$ cat src/pot_slave_map.vh
// Constants of the two-wire potentiometer slave front end.
// What this block does
// [RL1] Data changes only while clock low
// [RL2] Ignore bus until a start condition
// [RL3] Master ends each transfer with stop
// [RL4] Receiver pulls data low on ninth clock
// [RL5] Acknowledge address, command and data bytes
// [RL6] Three straps give address bits 3, 2 and 0
// [RL7] Upper address nibble must equal type code
// [RL8] All four device-address bits must match
// [RL9] Device is always a clocked slave
// [RL10] Write-protect low blocks nonvolatile writes
// [RL11] Wiper value enables exactly one tap
// [RL12] Wiper: direct write, stored load, read
// [RL13] Stop starts write cycle, inputs disabled
// [RL14] No address acknowledge while write runs
// [RL15] Master polls with start plus address
// [RL16] Command: opcode, register select, zeros
// [RL17] Nonvolatile change completes within 10ms
// [RL18] Start restarts, stop returns to idle
`ifndef POT_SLAVE_MAP_VH
`define POT_SLAVE_MAP_VH

// ************************************************************
// Byte layout
// ************************************************************
`define BYTE_LAST_BIT   3'h7
`define TYPE_HI         7
`define TYPE_LO         4
`define DEVADDR_BIT3    3
`define DEVADDR_BIT2    2
`define DEVADDR_BIT1    1
`define DEVADDR_BIT0    0
`define OPC_HI          7
`define OPC_LO          4
`define SEL_HI          3
`define SEL_LO          2
`define PAD_HI          1
`define PAD_LO          0
`define INCDEC_PAD      1

// ************************************************************
// Opcodes
// ************************************************************
`define OPC_RD_WIPER    4'h9
`define OPC_WR_WIPER    4'hA
`define OPC_RD_STORE    4'hB
`define OPC_WR_STORE    4'hC
`define OPC_LOAD_WIPER  4'hD
`define OPC_SAVE_WIPER  4'hE
`define OPC_INCDEC      4'h2

// ************************************************************
// Values and timing
// ************************************************************
`define WIPER_MAX       6'h3F
`define WIPER_MIN       6'h00
`define STORE_RESET     6'h00
`define CLK_MHZ         250
`define NV_WRITE_US     5000
`define NV_LIMIT_US     10000

`endif

$ cat src/pot_slave.v
// Two-wire slave front end and wiper logic of a digital potentiometer.
`timescale 1ns/100ps
`default_nettype none
`include "pot_slave_map.vh"

module pot_slave #(
	parameter [3:0] TYPE_CODE    = 4'hA, // Arbitrary neutral type code
	parameter       DEVADDR_BIT1 = 1'b0,
	parameter       WRITE_CYCLES = `NV_WRITE_US * `CLK_MHZ,
	parameter       CNT_W        = 22
) (
	input  wire        sys_clk_in,
	input  wire        rst_n_in,
	input  wire        scl_in,
	input  wire        sda_in,
	output wire        sda_out,
	output wire        sda_oe_out,
	input  wire        addr_strap_bit_low_in,
	input  wire        addr_strap_bit_mid_in,
	input  wire        addr_strap_bit_high_in,
	input  wire        write_protect_n_in,
	output wire [63:0] tap_select_out,
	output wire [5:0]  wiper_position_out,
	output wire        write_busy_out
);

	// ************************************************************
	// States
	// ************************************************************
	localparam [3:0] ST_IDLE     = 4'h0;
	localparam [3:0] ST_ADDR     = 4'h1;
	localparam [3:0] ST_ACK_ADDR = 4'h2;
	localparam [3:0] ST_CMD      = 4'h3;
	localparam [3:0] ST_ACK_CMD  = 4'h4;
	localparam [3:0] ST_DATA     = 4'h5;
	localparam [3:0] ST_ACK_DATA = 4'h6;
	localparam [3:0] ST_READ     = 4'h7;
	localparam [3:0] ST_MACK     = 4'h8;
	localparam [3:0] ST_INCDEC   = 4'h9;
	localparam [3:0] ST_IGNORE   = 4'hA;

	function [63:0] one_hot;
		input [5:0] pos;
		begin
			one_hot = 64'h0000_0000_0000_0001 << pos;
		end
	endfunction

	// ************************************************************
	// Pin synchronisers and bus events
	// ************************************************************
	reg [1:0] scl_sync_reg;
	reg [1:0] sda_sync_reg;
	reg [1:0] wp_sync_reg;
	reg [2:0] strap_meta_reg;
	reg [2:0] strap_reg;
	reg       scl_prev_reg;
	reg       sda_prev_reg;

	always @(posedge sys_clk_in or negedge rst_n_in) begin
		if (!rst_n_in) begin
			scl_sync_reg   <= 2'h3;
			sda_sync_reg   <= 2'h3;
			wp_sync_reg    <= 2'h3;
			strap_meta_reg <= 3'h0;
			strap_reg      <= 3'h0;
			scl_prev_reg   <= 1'b1;
			sda_prev_reg   <= 1'b1;
		end else begin
			scl_sync_reg   <= {scl_sync_reg[0], scl_in};
			sda_sync_reg   <= {sda_sync_reg[0], sda_in};
			wp_sync_reg    <= {wp_sync_reg[0], write_protect_n_in};
			strap_meta_reg <= {addr_strap_bit_high_in, addr_strap_bit_mid_in,
				addr_strap_bit_low_in};
			strap_reg      <= strap_meta_reg;
			scl_prev_reg   <= scl_sync_reg[1];
			sda_prev_reg   <= sda_sync_reg[1];
		end
	end

	wire scl_s  = scl_sync_reg[1];
	wire sda_s  = sda_sync_reg[1];
	wire wp_n_s = wp_sync_reg[1];
	wire scl_rise = scl_s & ~scl_prev_reg;
	wire scl_fall = ~scl_s & scl_prev_reg;
	// Data moving under a high clock is framing, never a bit
	wire start_ev = scl_s & scl_prev_reg & sda_prev_reg & ~sda_s; // see [RL1] [RL2]
	wire stop_ev  = scl_s & scl_prev_reg & ~sda_prev_reg & sda_s; // see [RL1] [RL3]

	// ************************************************************
	// Protocol engine
	// ************************************************************
	reg [3:0]       state_reg;
	reg [7:0]       shift_reg;
	reg [2:0]       bit_cnt_reg;
	reg             ack_en_reg;
	reg             ack_phase_reg;
	reg             drive_reg;
	reg [7:0]       tx_reg;
	reg [3:0]       opc_reg;
	reg [1:0]       sel_reg;
	reg [5:0]       wiper_reg;
	reg [5:0]       store_reg [0:3];
	reg             nv_pend_reg;
	reg [1:0]       nv_sel_reg;
	reg [5:0]       nv_val_reg;
	reg             busy_reg;
	reg [CNT_W-1:0] busy_cnt_reg;
	reg [63:0]      tap_reg;

	wire [7:0] byte_in = {shift_reg[6:0], sda_s};
	wire       byte_done = scl_rise & (bit_cnt_reg == `BYTE_LAST_BIT);
	wire [3:0] dev_addr = {strap_reg[2], strap_reg[1], DEVADDR_BIT1,
		strap_reg[0]}; // see [RL6]
	wire       addr_hit = (byte_in[`TYPE_HI:`TYPE_LO] == TYPE_CODE) && // see [RL7]
		(byte_in[`DEVADDR_BIT3:`DEVADDR_BIT0] == dev_addr); // see [RL8]
	wire [3:0] opc_in = byte_in[`OPC_HI:`OPC_LO];
	wire       opc_ok = (opc_in == `OPC_INCDEC) ?
		(byte_in[`INCDEC_PAD] == 1'b0) :
		((byte_in[`PAD_HI:`PAD_LO] == 2'h0) &&
		(opc_in >= `OPC_RD_WIPER) && (opc_in <= `OPC_SAVE_WIPER)); // see [RL16]
	wire       opc_data = (opc_in == `OPC_WR_WIPER) ||
		(opc_in == `OPC_WR_STORE);
	wire [5:0] rd_val = (opc_reg == `OPC_RD_WIPER) ? wiper_reg :
		store_reg[sel_reg];
	wire       busy_done = busy_reg &&
		(busy_cnt_reg == WRITE_CYCLES[CNT_W-1:0] - 1'b1);

	integer i;

	always @(posedge sys_clk_in or negedge rst_n_in) begin
		if (!rst_n_in) begin
			state_reg     <= ST_IDLE;
			shift_reg     <= 8'h00;
			bit_cnt_reg   <= 3'h0;
			ack_en_reg    <= 1'b0;
			ack_phase_reg <= 1'b0;
			drive_reg     <= 1'b0;
			tx_reg        <= 8'h00;
			opc_reg       <= 4'h0;
			sel_reg       <= 2'h0;
			wiper_reg     <= `STORE_RESET; // Power-up recall of store zero
			for (i = 0; i < 4; i = i + 1)
				store_reg[i] <= `STORE_RESET;
			nv_pend_reg   <= 1'b0;
			nv_sel_reg    <= 2'h0;
			nv_val_reg    <= 6'h00;
			busy_reg      <= 1'b0;
			busy_cnt_reg  <= {CNT_W{1'b0}};
			tap_reg       <= 64'h0000_0000_0000_0001;
		end else begin
			tap_reg <= one_hot(wiper_reg); // see [RL11]
			// Internal write cycle; the value lands when it ends
			if (busy_reg) begin
				busy_cnt_reg <= busy_cnt_reg + 1'b1;
				if (busy_done) begin // see [RL13] [RL17]
					busy_reg <= 1'b0;
					store_reg[nv_sel_reg] <= nv_val_reg;
				end
			end
			if (start_ev) begin
				// Also serves acknowledge polling during a write
				state_reg   <= ST_ADDR; // see [RL18] [RL15]
				bit_cnt_reg <= 3'h0;
				drive_reg   <= 1'b0;
				nv_pend_reg <= 1'b0;
			end else if (stop_ev) begin
				state_reg <= ST_IDLE; // see [RL18]
				drive_reg <= 1'b0;
				nv_pend_reg <= 1'b0;
				if (nv_pend_reg && wp_n_s && !busy_reg) begin // see [RL10] [RL13]
					busy_reg     <= 1'b1;
					busy_cnt_reg <= {CNT_W{1'b0}};
				end
			end else begin
				case (state_reg)
				ST_ADDR, ST_CMD, ST_DATA: begin
					if (scl_rise) begin // see [RL9]
						shift_reg   <= byte_in;
						bit_cnt_reg <= bit_cnt_reg + 1'b1;
					end
					if (byte_done) begin
						ack_phase_reg <= 1'b0;
						if (state_reg == ST_ADDR) begin
							ack_en_reg <= addr_hit & ~busy_reg; // see [RL14]
							state_reg  <= ST_ACK_ADDR;
						end else if (state_reg == ST_CMD) begin
							ack_en_reg <= opc_ok;
							state_reg  <= ST_ACK_CMD;
							opc_reg    <= opc_in;
							sel_reg    <= byte_in[`SEL_HI:`SEL_LO];
						end else begin
							ack_en_reg <= 1'b1;
							state_reg  <= ST_ACK_DATA;
						end
					end
				end
				ST_ACK_ADDR, ST_ACK_CMD, ST_ACK_DATA: begin
					if (scl_fall && !ack_phase_reg) begin
						drive_reg     <= ack_en_reg; // see [RL4] [RL5]
						ack_phase_reg <= 1'b1;
					end else if (scl_fall) begin
						drive_reg   <= 1'b0;
						bit_cnt_reg <= 3'h0;
						if (!ack_en_reg)
							state_reg <= ST_IGNORE; // see [RL8]
						else if (state_reg == ST_ACK_ADDR)
							state_reg <= ST_CMD;
						else if (state_reg == ST_ACK_DATA) begin
							state_reg <= ST_IGNORE;
							if (opc_reg == `OPC_WR_WIPER)
								wiper_reg <= shift_reg[5:0]; // see [RL12]
							else begin
								nv_pend_reg <= 1'b1;
								nv_sel_reg  <= sel_reg;
								nv_val_reg  <= shift_reg[5:0];
							end
						end else begin
							case (opc_reg)
							`OPC_RD_WIPER, `OPC_RD_STORE: begin
								// Transmitter drives the first bit now
								state_reg <= ST_READ; // see [RL12]
								drive_reg <= 1'b1;
								tx_reg    <= {1'b0, rd_val, 1'b0};
							end
							`OPC_WR_WIPER, `OPC_WR_STORE:
								state_reg <= ST_DATA;
							`OPC_LOAD_WIPER: begin
								wiper_reg <= store_reg[sel_reg]; // see [RL12]
								state_reg <= ST_IGNORE;
							end
							`OPC_SAVE_WIPER: begin
								nv_pend_reg <= 1'b1;
								nv_sel_reg  <= sel_reg;
								nv_val_reg  <= wiper_reg;
								state_reg   <= ST_IGNORE;
							end
							`OPC_INCDEC:
								state_reg <= ST_INCDEC;
							default:
								state_reg <= ST_IGNORE;
							endcase
						end
					end
				end
				ST_READ: begin
					if (scl_fall) begin
						drive_reg <= ~tx_reg[7];
						tx_reg    <= {tx_reg[6:0], 1'b0};
					end
					if (scl_rise) begin
						bit_cnt_reg <= bit_cnt_reg + 1'b1;
						if (bit_cnt_reg == `BYTE_LAST_BIT)
							state_reg <= ST_MACK;
					end
				end
				ST_MACK: begin
					// Release for the master's ninth-clock answer
					if (scl_fall) begin
						drive_reg <= 1'b0; // see [RL4]
						state_reg <= ST_IGNORE;
					end
				end
				ST_INCDEC: begin
					// Steps saturate at the array ends rather than wrap
					if (scl_rise) begin
						if (sda_s && wiper_reg != `WIPER_MAX)
							wiper_reg <= wiper_reg + 1'b1;
						else if (!sda_s && wiper_reg != `WIPER_MIN)
							wiper_reg <= wiper_reg - 1'b1;
					end
				end
				ST_IDLE, ST_IGNORE: begin
					drive_reg <= 1'b0; // see [RL2]
				end
				default: begin
					state_reg <= ST_IDLE;
					drive_reg <= 1'b0;
				end
				endcase
			end
		end
	end

	assign sda_out            = 1'b0;
	assign sda_oe_out         = drive_reg;
	assign tap_select_out     = tap_reg;
	assign wiper_position_out = wiper_reg;
	assign write_busy_out     = busy_reg;

endmodule // pot_slave

`default_nettype wire

$ cat config.mk
export PLATFORM = sky130hd
export DESIGN_NAME = pot_slave
export DESIGN_NICKNAME = d
export VERILOG_FILES = /design/src/pot_slave.v
export VERILOG_INCLUDE_DIRS = /design/src
export SDC_FILE = /design/constraint.sdc
export NUM_CORES = 1
export LEC_CHECK = 0
export BUFFER_PORTS_ARGS = -buffer_cell sky130_fd_sc_hd__buf_2
export CORE_AREA = 2 2 120 122
export DETAILED_ROUTE_END_ITERATION = 12
export DIE_AREA = 0 0 122 124
export GPL_TIMING_DRIVEN = 0
export HOLD_SLACK_MARGIN = 0.08
export PLACE_DENSITY = 0.86
export SETUP_SLACK_MARGIN = 0.15
export SLEW_MARGIN = 20
export SYNTH_ARGS = -nofsm -noshare
export SYNTH_HDL_FRONTEND = slang
export SYNTH_SLANG_ARGS = --single-unit
$ cat constraint.sdc
create_clock -name sys_clk_in -period 3.6 [get_ports sys_clk_in]
set_clock_uncertainty 0.15 [all_clocks]
set_input_delay 0 -clock sys_clk_in [delete_from_list [all_inputs] [get_ports sys_clk_in]]
set_output_delay 0 -clock sys_clk_in [all_outputs]
set_load 0.005 [all_outputs]
==> results.toml <==
[power_and_ir_drop]
leakage_nw = 4.39
p_int_mw = 3.43
comb_power_share = 0.137
ir_drop_mv = 0.316
switching_share = 0.271
power.density_mw_per_mm2 = 522
seq_power_share = 0.439
p_sw_mw = 1.28
clockPowerShare = 0.423

[final_layout]
final_nets = 787
fill_cells = 964
antenna_cells = 0
drive_gt1_frac = 0.267
largest_register_ffs = 64
synthToLayoutAreaGrowth_pct = 19.8
fin_util = 0.657

[detailed_routing]
drtPass1Iterations = 5
dr_total_vias = 5688
wl_per_cell_um = 18.4
ant_nets = 0
drc = 0
wl_met1_um = 6960
wl_met2_um = 9230
wl_um = 17700
viasPerCell = 5.90
top_layer = "met4"
drt-initial-drc-count = 493
route.met3.wl_um = 894

[clock_network]
clock_latency_ps = 430
cts_buffers = 17
h-tree-depth = 4
numClockSinks = 170
cts_root_buf = "clkbuf_16"
cts.path.max_buffers = 2
clkTransAtPathRegs_ps = 70
cts_tree = "done"

[yosys]
netlist_instances = 656
synth.yosys.warnings = 0
synthMuxAreaShare = 0.132
synth_compound_area_frac = 0.0653
synth.distinct_cells = 63
synth_top_area_share = 0.535
async_reset_ff_frac = 1.00
ys.flop_type = "dfrtp_1"
synth_top_family_by_area = "simple AND/OR/NAND/NOR gates"
synthesis.nets = 672
yosysSeqAreaShare = 0.567
syn_area_mm2 = 0.00753
synth-simple-area-share = 0.165
synth_fa_ha_area_frac = 0.0156
synth_edf_count = 0
synth_top_area_cell = "dfrtp_1"
avgSynthCellArea_um2 = 11.5
synthXorXnorAreaFrac = 0.0291
synth_area_leaders = "dfrtp_1, mux2_2, nor2_1"
ys_seq_elements = 170

[critical_path]
critPathKind = "reg -> reg"
crit_chain = "clkbuf_1 > nor3_1 > nand3_1 > nor3_2 > mux2_2"
critPathTopFamily = "simple AND/OR/NAND/NOR gates"
cp.required_ps = 3770
cp_num_buf_inv = 1
path_max_fanout = 10
slowest_stage = "nor3_2"
endpoint_kind = "register"
startpoint_type = "register"
worstPathArrival_ps = 3170
slowest_delay_ps = 760

[grt]
grt_pass1_vias = 5677
grt_max_degree = 107
grt-ovfl-total = 0
grt_use_total = 0.245
grt_antenna_before_repair = 0
grt_pass1_wl_um = 28300

[floorplanning]
fp.dieH_um = 124
die_x_um = 122
die_area_mm2 = 0.0151
start_util = 0.549
io_pins = 81
coreArea_mm2 = 0.0137
row_count = 43

[sta]
drv_slew = 0
worstMarginPinSlew_ps = 931
slew_headroom = 0.376
min_period_ps = 3000
timing.fmax_ghz = 0.333
finalCritPeriodShare = 0.834
hold_viol_final = 0
final-setup-viol-count = 0
holdWs_ps = 199
rsz0062_at_grt = "false"

[flow_run]
maxCapViolCount = 0

[place]
gp_congestion = 0.935
dp_hpwl_um = 11300
port_buffers = 79

[outcome]
status = "completed"

[worst_hold_path]
hp-class = "reg -> reg"
[worst paths after layout]
path	from	end	slack, ps	cells past startpoint
hold / removal	strap_meta_reg[1]$_DFF_PN0_	strap_reg[1]$_DFF_PN0_	200	0
setup / recovery	state_reg[3]$_DFFE_PN0P_	nv_val_reg[1]$_DFFE_PN0P_	600	5
max in group asynchronous	rst_n_in	tap_select_out[0]$_DFF_PN1_	2270	4
setup reg to reg	state_reg[3]$_DFFE_PN0P_	nv_val_reg[1]$_DFFE_PN0P_	600	5
min in group asynchronous	rst_n_in	wp_sync_reg[1]$_DFF_PN1_	520	3
hold reg to reg	strap_meta_reg[1]$_DFF_PN0_	strap_reg[1]$_DFF_PN0_	200	0
[placed cells by master (no fill, tap or decap), types with 7 or more instances in the layout]
cell type,instances
dlygate4sd3_1,14
o21ai_0,20
clkbuf_16,17
nand2_1,43
clkbuf_1,28
xnor2_1,14
dfstp_2,9
nor2_1,103
a21oi_1,9
nand2b_1,8
inv_1,11
ha_1,7
mux2_2,55
nand3_1,21
dfrtp_1,161
nand4_1,9
nor3_1,11
mux2i_1,15
xor2_1,11
buf_2,82
[Yosys cell counts, types with 6 or more instances]
| master | number |
|---|---|
| dfrtp_1 | 161 |
| nor2_1 | 103 |
| mux2_2 | 55 |
| nand2_1 | 43 |
| clkbuf_1 | 28 |
| nand3_1 | 21 |
| o21ai_0 | 21 |
| mux2i_1 | 15 |
| xnor2_1 | 14 |
| inv_1 | 11 |
| nor3_1 | 11 |
| xor2_1 | 11 |
| a21oi_1 | 9 |
| dfstp_2 | 9 |
| nand4_1 | 9 |
| nand2b_1 | 8 |
| ha_1 | 7 |
| nor4_1 | 7 |
| a211oi_1 | 6 |
| and3_1 | 6 |
| mux2_4 | 6 |
| mux4_2 | 6 |
| nor2b_1 | 6 |
| o31ai_1 | 6 |
[area by class of cell]
type,count,area (um^2),share of cell area
Clock inverter,14,208,0.0230
Timing Repair Buffer,96,608,0.0674
Inverter,11,41.3,0.00458
Multi-Input combinational cell,439,3080,0.341
Tap cell,180,225,0.0250
Sequential cell,170,4270,0.473
Buffer,36,151,0.0168
Clock buffer,18,439,0.0487
[metrics by stage]
stage,setup WS (ps),cell area [um^2],power [mW],setup TNS [ps],cells
after CTS,218,9010,4.71,0,963
final,596,9020,4.71,0,964
after global routing,369,9020,4.86,0,964
after detailed placement,119,8190,2.70,0,916
after floorplan,784,7530,2.50,0,656
after global placement,-51.5,8150,2.68,-6300,915
[worst reg2reg max path, delay by kind of cell, from the launching register on]
kind	cells	cell delay [ps]
muxes	1	430
buffers and inverters	1	210
DFF	1	400
and+or+nand+nor	3	1700
[repair_timing]
| action | 4_1_cts | 5_1_grt |
|---|---|---|
| gates resized for setup | 1 | 1 |
| hold endpoints to repair | 174 | 0 |
| setup buffers | 0 | 1 |
| hold buffers | 15 | 0 |
| setup endpoints to repair | 3 | 3 |
| pin swaps | 0 | 1 |
[cells by family (layout without fill, tap and decap cells)]
| family | count (synthesis) | after routing |
|---|---|---|
| mux | 82 | 82 |
| fa+ha+maj | 9 | 9 |
| other cells | 1 | 1 |
| flops | 170 | 170 |
| xor+xnor | 25 | 25 |
| simple gates | 250 | 250 |
| buf+inv | 47 | 175 |
| compound gates | 72 | 72 |
[layer usage]
metal | up-vias | track usage
li1 | 2533 | -
met1 | 2897 | 0.291
met2 | 204 | 0.432
met3 | 54 | 0.0490
met4 | 0 | 0.113
met5 | - | 0
[power by group through the flow]
stage / clock (mW) / sequential, mW / combinational (mW)
final: 1.99 / 2.07 / 0.646
after global routing: 2.08 / 2.08 / 0.707
after CTS: 2.00 / 2.07 / 0.636
after detailed placement: 0 / 2.10 / 0.604
after global placement: 0 / 2.10 / 0.586
after floorplan: 0 / 2.07 / 0.428
Note: power is estimated with default switching activity, not from simulation.
